[src/rtl/maint_filter_pkg.sv]
// Constants for the maintenance bit filter: APB map, fields, reset values.
// Assumes a single 100 MHz clock and an APB master with 32-bit data.
// Contract
// dual mode interrupts only on two-superframe stable change
// dual mode register shows only twice-seen values
// reset clears byte; software may preload when unlocked
// regained lock reloads programmed initial byte
// verified act follows M40 dual consecutive
// verified dea follows inverted M41, NT only
// lock rising edge clears both verified flags
// default mode: transparency = verified act OR enable
// default mode: deactivate = verified dea OR request
// verified act/dea readable at status bits 2:1
// delta mode updates and interrupts on any change
// every mode stores each byte, interrupts each superframe
// byte register frozen while lock is low
// config bit0 selects trinal check for act/dea/sai/uoa
// M5/M6 filters use 0x dual, 10 delta, 11 every
// M5/M6 interrupt after basic frame four received
// febe from nebe AND input, or input alone
// febe and nebe are active low
// M4 mode 00 verified dual, 01 dual, 10 delta, 11 every
// no load or interrupt unless linkup and lock
// assemble M4 byte, evaluate once per superframe
package maint_filter_pkg;
    // =========================================================
    // Register offsets (byte addresses)
    localparam logic [7:0] ADDR_RX_MAINT    = 8'h00;
    localparam logic [7:0] ADDR_LINE_STATUS = 8'h04;
    localparam logic [7:0] ADDR_MODE_CTRL   = 8'h08;
    localparam logic [7:0] ADDR_LINK_CTRL   = 8'h0c;
    localparam logic [7:0] ADDR_OVL_CFG     = 8'h10;
    localparam logic [7:0] ADDR_IRQ_STATUS  = 8'h14;
    localparam logic [7:0] ADDR_M56_STATUS  = 8'h18;
    localparam logic [7:0] ADDR_TX_MAINT    = 8'h1c;
    // =========================================================
    // Field positions
    localparam int M4_MODE_LO   = 4;
    localparam int M56_MODE_LO  = 2;
    localparam int FEBE_CTL_BIT = 0;
    localparam int ACT_BIT      = 0;
    localparam int DEA_BIT      = 1;
    localparam int SAI_UOA_BIT  = 6;
    localparam int VACT_BIT     = 2;
    localparam int VDEA_BIT     = 1;
    localparam int NEBE_BIT     = 3;
    localparam int FEBE_IN_BIT  = 4;
    localparam int CUST_EN_BIT  = 0;
    localparam int DEACT_RQ_BIT = 2;
    localparam int M56_FRAME    = 4;
    // =========================================================
    // Mode codes and reset values
    localparam logic [1:0] MODE_DUAL_VER = 2'b00;
    localparam logic [1:0] MODE_DUAL     = 2'b01;
    localparam logic [1:0] MODE_DELTA    = 2'b10;
    localparam logic [1:0] MODE_EVERY    = 2'b11;
    localparam logic [7:0] BYTE_RESET    = 8'h00;
    localparam logic [7:0] TX_RESET      = 8'hff;
    localparam logic [2:0] M56_RESET     = 3'b000;
    localparam logic [3:0] NIB_RESET     = 4'h0;
endpackage : maint_filter_pkg

[src/rtl/maint_filter.sv]
// Maintenance bit filter: M4 byte and M5/M6 bit filtering, verified
// act/dea, febe selection, APB register access.
// Deframer supplies per-bit strobes synchronous to clk_in.
`timescale 1ns/100ps
`default_nettype none
module maint_filter
    import maint_filter_pkg::*;
(
    input  wire logic       clk_in,        // 100 MHz clock
    input  wire logic       rst_in,        // Sync reset, high
    input  wire logic       soft_rst_in,   // Software reset, high
    input  wire logic       nt_mode_in,    // 1 = NT, 0 = LT
    input  wire logic       linkup_in,     // Link established
    input  wire logic       sf_lock_in,    // Superframe lock
    input  wire logic       m4_valid_in,   // M4 bit strobe
    input  wire logic [2:0] m4_idx_in,     // M4 bit position
    input  wire logic       m4_bit_in,     // M4 bit value
    input  wire logic       sf_end_in,     // Superframe complete
    input  wire logic       frame4_end_in, // Basic frame 4 done
    input  wire logic [2:0] m56_bits_in,   // M60,M51,M50
    input  wire logic       nebe_n_in,     // Computed nebe, low=err
    input  wire logic       psel_in,       // APB select
    input  wire logic       penable_in,    // APB enable
    input  wire logic       pwrite_in,     // APB write
    input  wire logic [7:0] paddr_in,      // APB address
    input  wire logic [31:0] pwdata_in,    // APB write data
    output logic [31:0]     prdata_out,    // APB read data
    output logic            pready_out,    // APB ready
    output logic            pslverr_out,   // APB error
    output logic            maint4_irq_out,  // M4 event pulse
    output logic            maint56_irq_out, // M5/M6 event pulse
    output logic            cust_transp_out, // Customer data enable
    output logic            deact_out,       // Respond to deactivate
    output logic            febe_n_out       // Transmitted febe
);
    // =========================================================
    // Register bus
    logic [7:0] init_byte;
    logic [7:0] rx_byte;
    logic [7:0] mode_ctrl;
    logic [3:0] link_ctrl;
    logic       ovl_cfg;
    logic [7:0] tx_maint;
    logic [1:0] irq_status;
    logic [2:0] m56_val;
    logic       vact;
    logic       vdea;
    logic       any_rst;
    logic       wr_en;
    logic       rd_en;
    logic       unlocked;
    logic       addr_ok;
    assign any_rst  = rst_in | soft_rst_in;
    assign wr_en    = psel_in & penable_in & pwrite_in;
    assign rd_en    = psel_in & penable_in & ~pwrite_in;
    assign unlocked = ~linkup_in | ~sf_lock_in;
    always_comb begin
        case (paddr_in)
            ADDR_RX_MAINT, ADDR_LINE_STATUS, ADDR_MODE_CTRL,
            ADDR_LINK_CTRL, ADDR_OVL_CFG, ADDR_IRQ_STATUS,
            ADDR_M56_STATUS, ADDR_TX_MAINT: addr_ok = 1'b1;
            default: addr_ok = 1'b0;
        endcase
    end

    // Zero wait states; error on unmapped address
    always_ff @(posedge clk_in) begin
        if (rst_in) begin
            pready_out  <= 1'b0;
            pslverr_out <= 1'b0;
        end else begin
            pready_out  <= psel_in & ~penable_in;
            pslverr_out <= psel_in & ~penable_in & ~addr_ok;
        end
    end

    always_ff @(posedge clk_in) begin
        if (any_rst) begin
            mode_ctrl <= BYTE_RESET;
            link_ctrl <= NIB_RESET;
            ovl_cfg   <= 1'b0;
            tx_maint  <= TX_RESET;
        end else if (wr_en && pready_out) begin
            case (paddr_in)
                ADDR_MODE_CTRL: mode_ctrl <= pwdata_in[7:0];
                ADDR_LINK_CTRL: link_ctrl <= pwdata_in[3:0];
                ADDR_OVL_CFG:   ovl_cfg   <= pwdata_in[0];
                ADDR_TX_MAINT:  tx_maint  <= pwdata_in[7:0];
                default: ;
            endcase
        end
    end

    always_ff @(posedge clk_in) begin
        if (rst_in) begin
            prdata_out <= 32'h0000_0000;
        end else if (psel_in && !penable_in && !pwrite_in) begin
            case (paddr_in)
                ADDR_RX_MAINT:    prdata_out <= {24'h0, rx_byte};
                ADDR_LINE_STATUS: prdata_out <= {28'h0, ~nebe_n_in,
                                   vact, vdea, sf_lock_in};
                ADDR_MODE_CTRL:   prdata_out <= {24'h0, mode_ctrl};
                ADDR_LINK_CTRL:   prdata_out <= {28'h0, link_ctrl};
                ADDR_OVL_CFG:     prdata_out <= {31'h0, ovl_cfg};
                ADDR_IRQ_STATUS:  prdata_out <= {30'h0, irq_status};
                ADDR_M56_STATUS:  prdata_out <= {29'h0, m56_val};
                ADDR_TX_MAINT:    prdata_out <= {24'h0, tx_maint};
                default:          prdata_out <= 32'h0000_0000;
            endcase
        end
    end

    // =========================================================
    // M4 byte assembly
    logic [7:0] asm_byte;
    logic [7:0] next_asm;
    logic       sf_done;
    always_comb begin
        next_asm = asm_byte;
        if (m4_valid_in) begin
            next_asm[m4_idx_in] = m4_bit_in;
        end
    end
    always_ff @(posedge clk_in) begin
        if (any_rst) begin
            asm_byte <= BYTE_RESET;
            sf_done  <= 1'b0;
        end else begin
            asm_byte <= next_asm;
            sf_done  <= sf_end_in;
        end
    end

    // =========================================================
    // M4 filtering
    logic [1:0] m4_mode;
    logic [7:0] prev_byte;
    logic [7:0] older_byte;
    logic       hist_ok;
    logic       hist2_ok;
    logic       lock_d;
    logic       lock_rise;
    logic [7:0] next_rx;
    logic       next_irq4;
    logic       eval_ok;
    assign m4_mode   = mode_ctrl[M4_MODE_LO +: 2];
    assign lock_rise = sf_lock_in & ~lock_d;
    assign eval_ok   = sf_done & linkup_in & sf_lock_in;

    always_comb begin
        next_rx   = rx_byte;
        next_irq4 = 1'b0;
        for (int i = 0; i < 8; i++) begin
            if (ovl_cfg && (i == ACT_BIT || i == DEA_BIT ||
                            i == SAI_UOA_BIT)) begin
                // Trinal check: three matching superframes
                if (hist2_ok && asm_byte[i] == prev_byte[i] &&
                    prev_byte[i] == older_byte[i]) begin
                    next_rx[i] = asm_byte[i];
                end
            end else begin
                case (m4_mode)
                    MODE_DELTA, MODE_EVERY: begin
                        if (m4_mode == MODE_EVERY || !hist_ok ||
                            asm_byte != prev_byte) begin
                            next_rx[i] = asm_byte[i];
                        end
                    end
                    default: begin
                        if (hist_ok && asm_byte[i] == prev_byte[i]) begin
                            next_rx[i] = asm_byte[i];
                        end
                    end
                endcase
            end
        end
        case (m4_mode)
            MODE_EVERY: next_irq4 = 1'b1;
            MODE_DELTA: next_irq4 = hist_ok &&
                                    (asm_byte != prev_byte);
            default:    next_irq4 = (next_rx != rx_byte);
        endcase
    end

    always_ff @(posedge clk_in) begin
        if (any_rst) begin
            init_byte <= BYTE_RESET;
        end else if (wr_en && pready_out && unlocked &&
                     paddr_in == ADDR_RX_MAINT) begin
            init_byte <= pwdata_in[7:0];
        end
    end

    always_ff @(posedge clk_in) begin
        if (any_rst) begin
            rx_byte <= BYTE_RESET;
        end else if (wr_en && pready_out && unlocked &&
                     paddr_in == ADDR_RX_MAINT) begin
            rx_byte <= pwdata_in[7:0];
        end else if (lock_rise) begin
            rx_byte <= init_byte;
        end else if (eval_ok) begin
            rx_byte <= next_rx;
        end
    end

    always_ff @(posedge clk_in) begin
        if (any_rst) begin
            prev_byte  <= BYTE_RESET;
            older_byte <= BYTE_RESET;
            hist_ok    <= 1'b0;
            hist2_ok   <= 1'b0;
            lock_d     <= 1'b0;
            maint4_irq_out <= 1'b0;
        end else begin
            lock_d <= sf_lock_in;
            maint4_irq_out <= eval_ok & next_irq4;
            if (!sf_lock_in || !linkup_in) begin
                hist_ok  <= 1'b0;
                hist2_ok <= 1'b0;
            end else if (sf_done) begin
                prev_byte  <= asm_byte;
                older_byte <= prev_byte;
                hist_ok    <= 1'b1;
                hist2_ok   <= hist_ok;
            end
        end
    end

    // =========================================================
    // Verified act / dea, default mode only
    always_ff @(posedge clk_in) begin
        if (any_rst || lock_rise) begin
            vact <= 1'b0;
            vdea <= 1'b0;
        end else if (eval_ok && m4_mode == MODE_DUAL_VER) begin
            if (hist_ok && asm_byte[ACT_BIT] == prev_byte[ACT_BIT]) begin
                vact <= asm_byte[ACT_BIT];
            end
            if (nt_mode_in && hist_ok &&
                asm_byte[DEA_BIT] == prev_byte[DEA_BIT]) begin
                vdea <= ~asm_byte[DEA_BIT];
            end
        end
    end

    always_ff @(posedge clk_in) begin
        if (any_rst) begin
            cust_transp_out <= 1'b0;
            deact_out       <= 1'b0;
        end else if (m4_mode == MODE_DUAL_VER) begin
            cust_transp_out <= vact | link_ctrl[CUST_EN_BIT];
            deact_out       <= vdea | link_ctrl[DEACT_RQ_BIT];
        end else begin
            cust_transp_out <= link_ctrl[CUST_EN_BIT];
            deact_out       <= link_ctrl[DEACT_RQ_BIT];
        end
    end

    // =========================================================
    // M5/M6 filtering, evaluated at end of basic frame 4
    logic [1:0] m56_mode;
    logic [2:0] m56_prev;
    logic       m56_hist;
    logic [2:0] next_m56;
    logic       next_irq56;
    logic       m56_ok;
    assign m56_mode = mode_ctrl[M56_MODE_LO +: 2];
    assign m56_ok   = frame4_end_in & linkup_in & sf_lock_in;
    always_comb begin
        next_m56   = m56_val;
        next_irq56 = 1'b0;
        case (m56_mode)
            MODE_EVERY: begin
                next_m56   = m56_bits_in;
                next_irq56 = 1'b1;
            end
            MODE_DELTA: begin
                if (!m56_hist || m56_bits_in != m56_prev) begin
                    next_m56 = m56_bits_in;
                end
                next_irq56 = m56_hist && (m56_bits_in != m56_prev);
            end
            default: begin
                for (int i = 0; i < 3; i++) begin
                    if (m56_hist && m56_bits_in[i] == m56_prev[i]) begin
                        next_m56[i] = m56_bits_in[i];
                    end
                end
                next_irq56 = (next_m56 != m56_val);
            end
        endcase
    end
    always_ff @(posedge clk_in) begin
        if (any_rst) begin
            m56_val  <= M56_RESET;
            m56_prev <= M56_RESET;
            m56_hist <= 1'b0;
            maint56_irq_out <= 1'b0;
        end else begin
            maint56_irq_out <= m56_ok & next_irq56;
            if (!sf_lock_in || !linkup_in) begin
                m56_hist <= 1'b0;
            end else if (frame4_end_in) begin
                m56_val  <= next_m56;
                m56_prev <= m56_bits_in;
                m56_hist <= 1'b1;
            end
        end
    end

    // Sticky copy for software; a new pulse wins over a clear
    always_ff @(posedge clk_in) begin
        if (any_rst) begin
            irq_status <= 2'b00;
        end else begin
            for (int i = 0; i < 2; i++) begin
                if ((i == 0 ? maint56_irq_out : maint4_irq_out)) begin
                    irq_status[i] <= 1'b1;
                end else if (wr_en && pready_out &&
                             paddr_in == ADDR_IRQ_STATUS &&
                             pwdata_in[i]) begin
                    irq_status[i] <= 1'b0;
                end
            end
        end
    end

    // =========================================================
    // Transmitted febe, active low
    always_ff @(posedge clk_in) begin
        if (any_rst) begin
            febe_n_out <= 1'b1;
        end else if (mode_ctrl[FEBE_CTL_BIT]) begin
            febe_n_out <= tx_maint[FEBE_IN_BIT];
        end else begin
            febe_n_out <= nebe_n_in & tx_maint[FEBE_IN_BIT];
        end
    end
endmodule : maint_filter
`default_nettype wire

[config.mk]
export PLATFORM = sky130hd
export DESIGN_NAME = maint_filter
export DESIGN_NICKNAME = d
export VERILOG_FILES = /design/src/rtl/maint_filter_pkg.sv /design/src/rtl/maint_filter.sv
export SDC_FILE = /design/constraint.sdc
export NUM_CORES = 1
export LEC_CHECK = 0
export ABC_AREA = 1
export BUFFER_PORTS_ARGS = -buffer_cell sky130_fd_sc_hd__buf_2
export CORE_ASPECT_RATIO = 1.4
export CORE_UTILIZATION = 45
export DETAILED_ROUTE_END_ITERATION = 8
export GPL_TIMING_DRIVEN = 0
export MAX_ROUTING_LAYER = met4
export PLACE_DENSITY = 0.68
export SYNTH_ARGS = -nofsm -noshare
export SYNTH_HDL_FRONTEND = slang
export SYNTH_SLANG_ARGS = --single-unit
[constraint.sdc]
create_clock -name clk_in -period 3.8 [get_ports clk_in]
set_input_delay 0.19 -clock clk_in [delete_from_list [all_inputs] [get_ports clk_in]]
set_output_delay 0.19 -clock clk_in [all_outputs]
set_load 0.01 [all_outputs]
==> impl_metrics.json <==
{
  "status": "completed",
  "crit_buf_inv": 1,
  "seqPwrFrac": 0.457,
  "synth.avg_cell_area_um2": 6.71,
  "irDropWorstVdd_v": 0.000216,
  "rsz0062_at_grt": "no",
  "place_area_mm2": 0.00514,
  "arrival_ns": 2.19,
  "syn_area_mm2": 0.00464,
  "diodes": 0,
  "yosysMostFrequentCell": "nand2_1",
  "root_buffer": "clkbuf_16",
  "hold_viol_final": 0,
  "drt-total-wl_mm": 13.4,
  "drv_cap": 0,
  "worstSetupPathType": "flop to flop",
  "met2_wirelength_mm": 6.72,
  "drive_gt1_frac": 0.162,
  "synthArstFlopShare": 0,
  "grt_start_max_net_pins": 15,
  "pwr-share-clk": 0.452,
  "overflow": 0,
  "final_nets": 834,
  "final.setup.tns_ns": 0,
  "start_util": 0.467,
  "synth_top_cell_area_share": 0.371,
  "wl_met3_um": 523,
  "period_needed_ns": 1.95,
  "clkSinkCount": 86,
  "max_freq_ghz": 0.513,
  "power_frac_comb": 0.091,
  "crit_family": "simple AND/OR/NAND/NOR gates",
  "finClkSkew_ns": 0.00750,
  "ant_nets": 0,
  "tightestPinTransition_ns": 0.653,
  "wirelength_met1_mm": 5.40,
  "synth-seq-cells": 86,
  "clk_pin_slew_worst_paths_ns": 0.06,
  "cts_setup_buffers": 0,
  "fp.dieH_um": 122,
  "cts_tree": "built",
  "required_ns": 4.04,
  "core_area_mm2": 0.00995,
  "p_sw_frac": 0.246,
  "clock_latency_ns": 0.34,
  "io_buffer_count": 48,
  "grt_use_total": 0.273,
  "setup_viol": 0,
  "synth_area_leaders": "dfxtp_1 37%, nand2_1 13%, o21ai_0 7.9%, a21oi_1 6.6%, inv_1 6.5%",
  "p_sw_w": 0.000496,
  "min_path_type": "primary input to flop",
  "ios": 99,
  "antenna_found_initial": 0,
  "drtPass1Iterations": 7,
  "crit_path_cell_trace": "inv_1 -> a21oi_4 -> nand3_4 -> nand2_1 -> nand3_1 -> nand2_1 -> nand2_1 -> nand2_1 -> nand2_1 -> nor2_1 -> nand2_1 -> nor2_1 -> nor2_1",
  "path_max_fanout": 9,
  "cts_buffer_depth": 2,
  "drc": 0,
  "period_share": 0.513,
  "grt_pass1_vias": 4553,
  "die_area_mm2": 0.0107,
  "fillers": 1026,
  "chipWidth_um": 87.9,
  "yosysSeqAreaShare": 0.371,
  "slowest_stage": "dfxtp_1",
  "num_vias": 4789,
  "timing.final.ws_setup_ns": 1.85,
  "dp_slack_ns": 1.81,
  "numCtsBuffers": 9,
  "design_area_mm2": 0.00545,
  "area_growth_pct": 17.3,
  "netlist_instances": 692,
  "highest_layer": "met4",
  "p_leak_nw": 2.32,
  "maxSlewViolCount": 0,
  "hold_buffers": 0,
  "wl_per_cell_um": 14.7,
  "grt_pass1_wl_mm": 21.5,
  "dp_hpwl_mm": 10.5,
  "ys_types": 39,
  "synth_flop_cell": "dfxtp_1",
  "cp-start-kind": "flop",
  "yosys.area.top_type": "dfxtp_1",
  "synth.cells.most_frequent": "163 x nand2_1, 86 x dfxtp_1, 80 x inv_1, 73 x o21ai_0, 61 x a21oi_1",
  "slew_headroom": 0.565,
  "rows": 43,
  "synth-edff-count": 0,
  "cp-end-kind": "flop",
  "yosys_warnings": 0,
  "cts_max_level": 3,
  "max_stage_delay_ns": 0.38,
  "cts_resized": 0,
  "first_iter_violations": 205,
  "cpMostUsedCell": "nand2_1",
  "p_int_w": 0.00152,
  "place_congestion": 0.936,
  "whs_ns": 0.0678,
  "powerDensity_mw_per_mm2": 370,
  "via_per_inst": 5.25
}
==> layout by cell type (no fill, tap or decap), types with 4 or more instances in the layout <==
cell type,instances
dfxtp_1,86
inv_1,80
buf_4,28
conb_1,24
nand3_1,46
nor2_1,51
nand3_2,4
inv_2,11
nor3_1,6
o311ai_0,6
clkbuf_1,9
o21ai_0,73
a21oi_1,61
nand2_1,163
clkbuf_16,9
o221ai_1,6
o211ai_1,12
a31oi_1,11
nand2_2,9
buf_2,50
==> tightest hold or removal path, stage by stage <==
cell,delay [ns]
buf_2,0.09
inv_1,0.04
nor2_1,0.04
==> sequential cells by signal (all words and copies together) (netlist names), 3 cells and up <==
name and cells:
mode_ctrl 8, prdata_out 8, tx_maint 8, init_byte 8, asm_byte 8, link_ctrl 4, rx_byte 8, m56_prev 3
prev_byte 8, older_byte 3, m56_val 3
==> metal layers <==
layer | vias to the layer above | GRT usage
li1 | 2409 | -
met1 | 2172 | 0.291
met2 | 149 | 0.469
met3 | 59 | 0.0386
met4 | 0 | 0.170
met5 | - | -
==> worst paths after layout <==
kind | start | endpoint | slack [ns] | cells after the start
worst max-delay path | hist_ok$_SDFFE_PP0P_ | maint4_irq_out$_SDFF_PP0_ | 1.85 | 13
worst min-delay path | sf_end_in | sf_done$_SDFF_PP0_ | 0.07 | 3
worst max register to register | hist_ok$_SDFFE_PP0P_ | maint4_irq_out$_SDFF_PP0_ | 1.85 | 13
worst min register to register | mode_ctrl[1]$_SDFFE_PP0P_ | mode_ctrl[1]$_SDFFE_PP0P_ | 0.46 | 2
==> per-stage QoR <==
stage / util / std cells / total power, W
floorplan: - / 715 / 0.00106
global placement: 0.516 / 898 / 0.00112
detailed placement: 0.516 / 898 / 0.00112
CTS: 0.547 / 913 / 0.00202
global route: 0.547 / 913 / 0.00209
finish: 0.547 / 913 / 0.00202
==> area by class of cell <==
cell class / count / area [µm²] / area share
buffer: 42 / 273 / 0.0501
clock buffer: 11 / 253 / 0.0464
clock inverter: 4 / 53.8 / 0.00988
inverter: 92 / 345 / 0.0634
multi-input combinational: 495 / 2390 / 0.439
sequential: 86 / 1720 / 0.316
tap: 135 / 169 / 0.0310
timing repair buffer: 48 / 240 / 0.0441
==> cell families (layout without fill, tap and decap cells) <==
group | count (synthesis) | after routing | share of synthesized area
xor+xnor | 2 | 2 | 0.00377
flops | 86 | 86 | 0.371
buf+inv | 134 | 197 | 0.133
compound gates | 180 | 180 | 0.221
simple gates | 289 | 289 | 0.270
other cells | 1 | 24 | 0.000807
==> power by group through the flow <==
stage / clock (W) / combinational (W) / sequential, W
6_report: 0.000911 / 0.000184 / 0.000921
5_1_grt: 0.000961 / 0.000208 / 0.000921
3_3_place_gp: 0 / 0.000180 / 0.000941
2_1_floorplan: 0 / 0.000122 / 0.000938
4_1_cts: 0.000919 / 0.000183 / 0.000921
3_5_place_dp: 0 / 0.000182 / 0.000941
(Power assumes the default switching activity.)
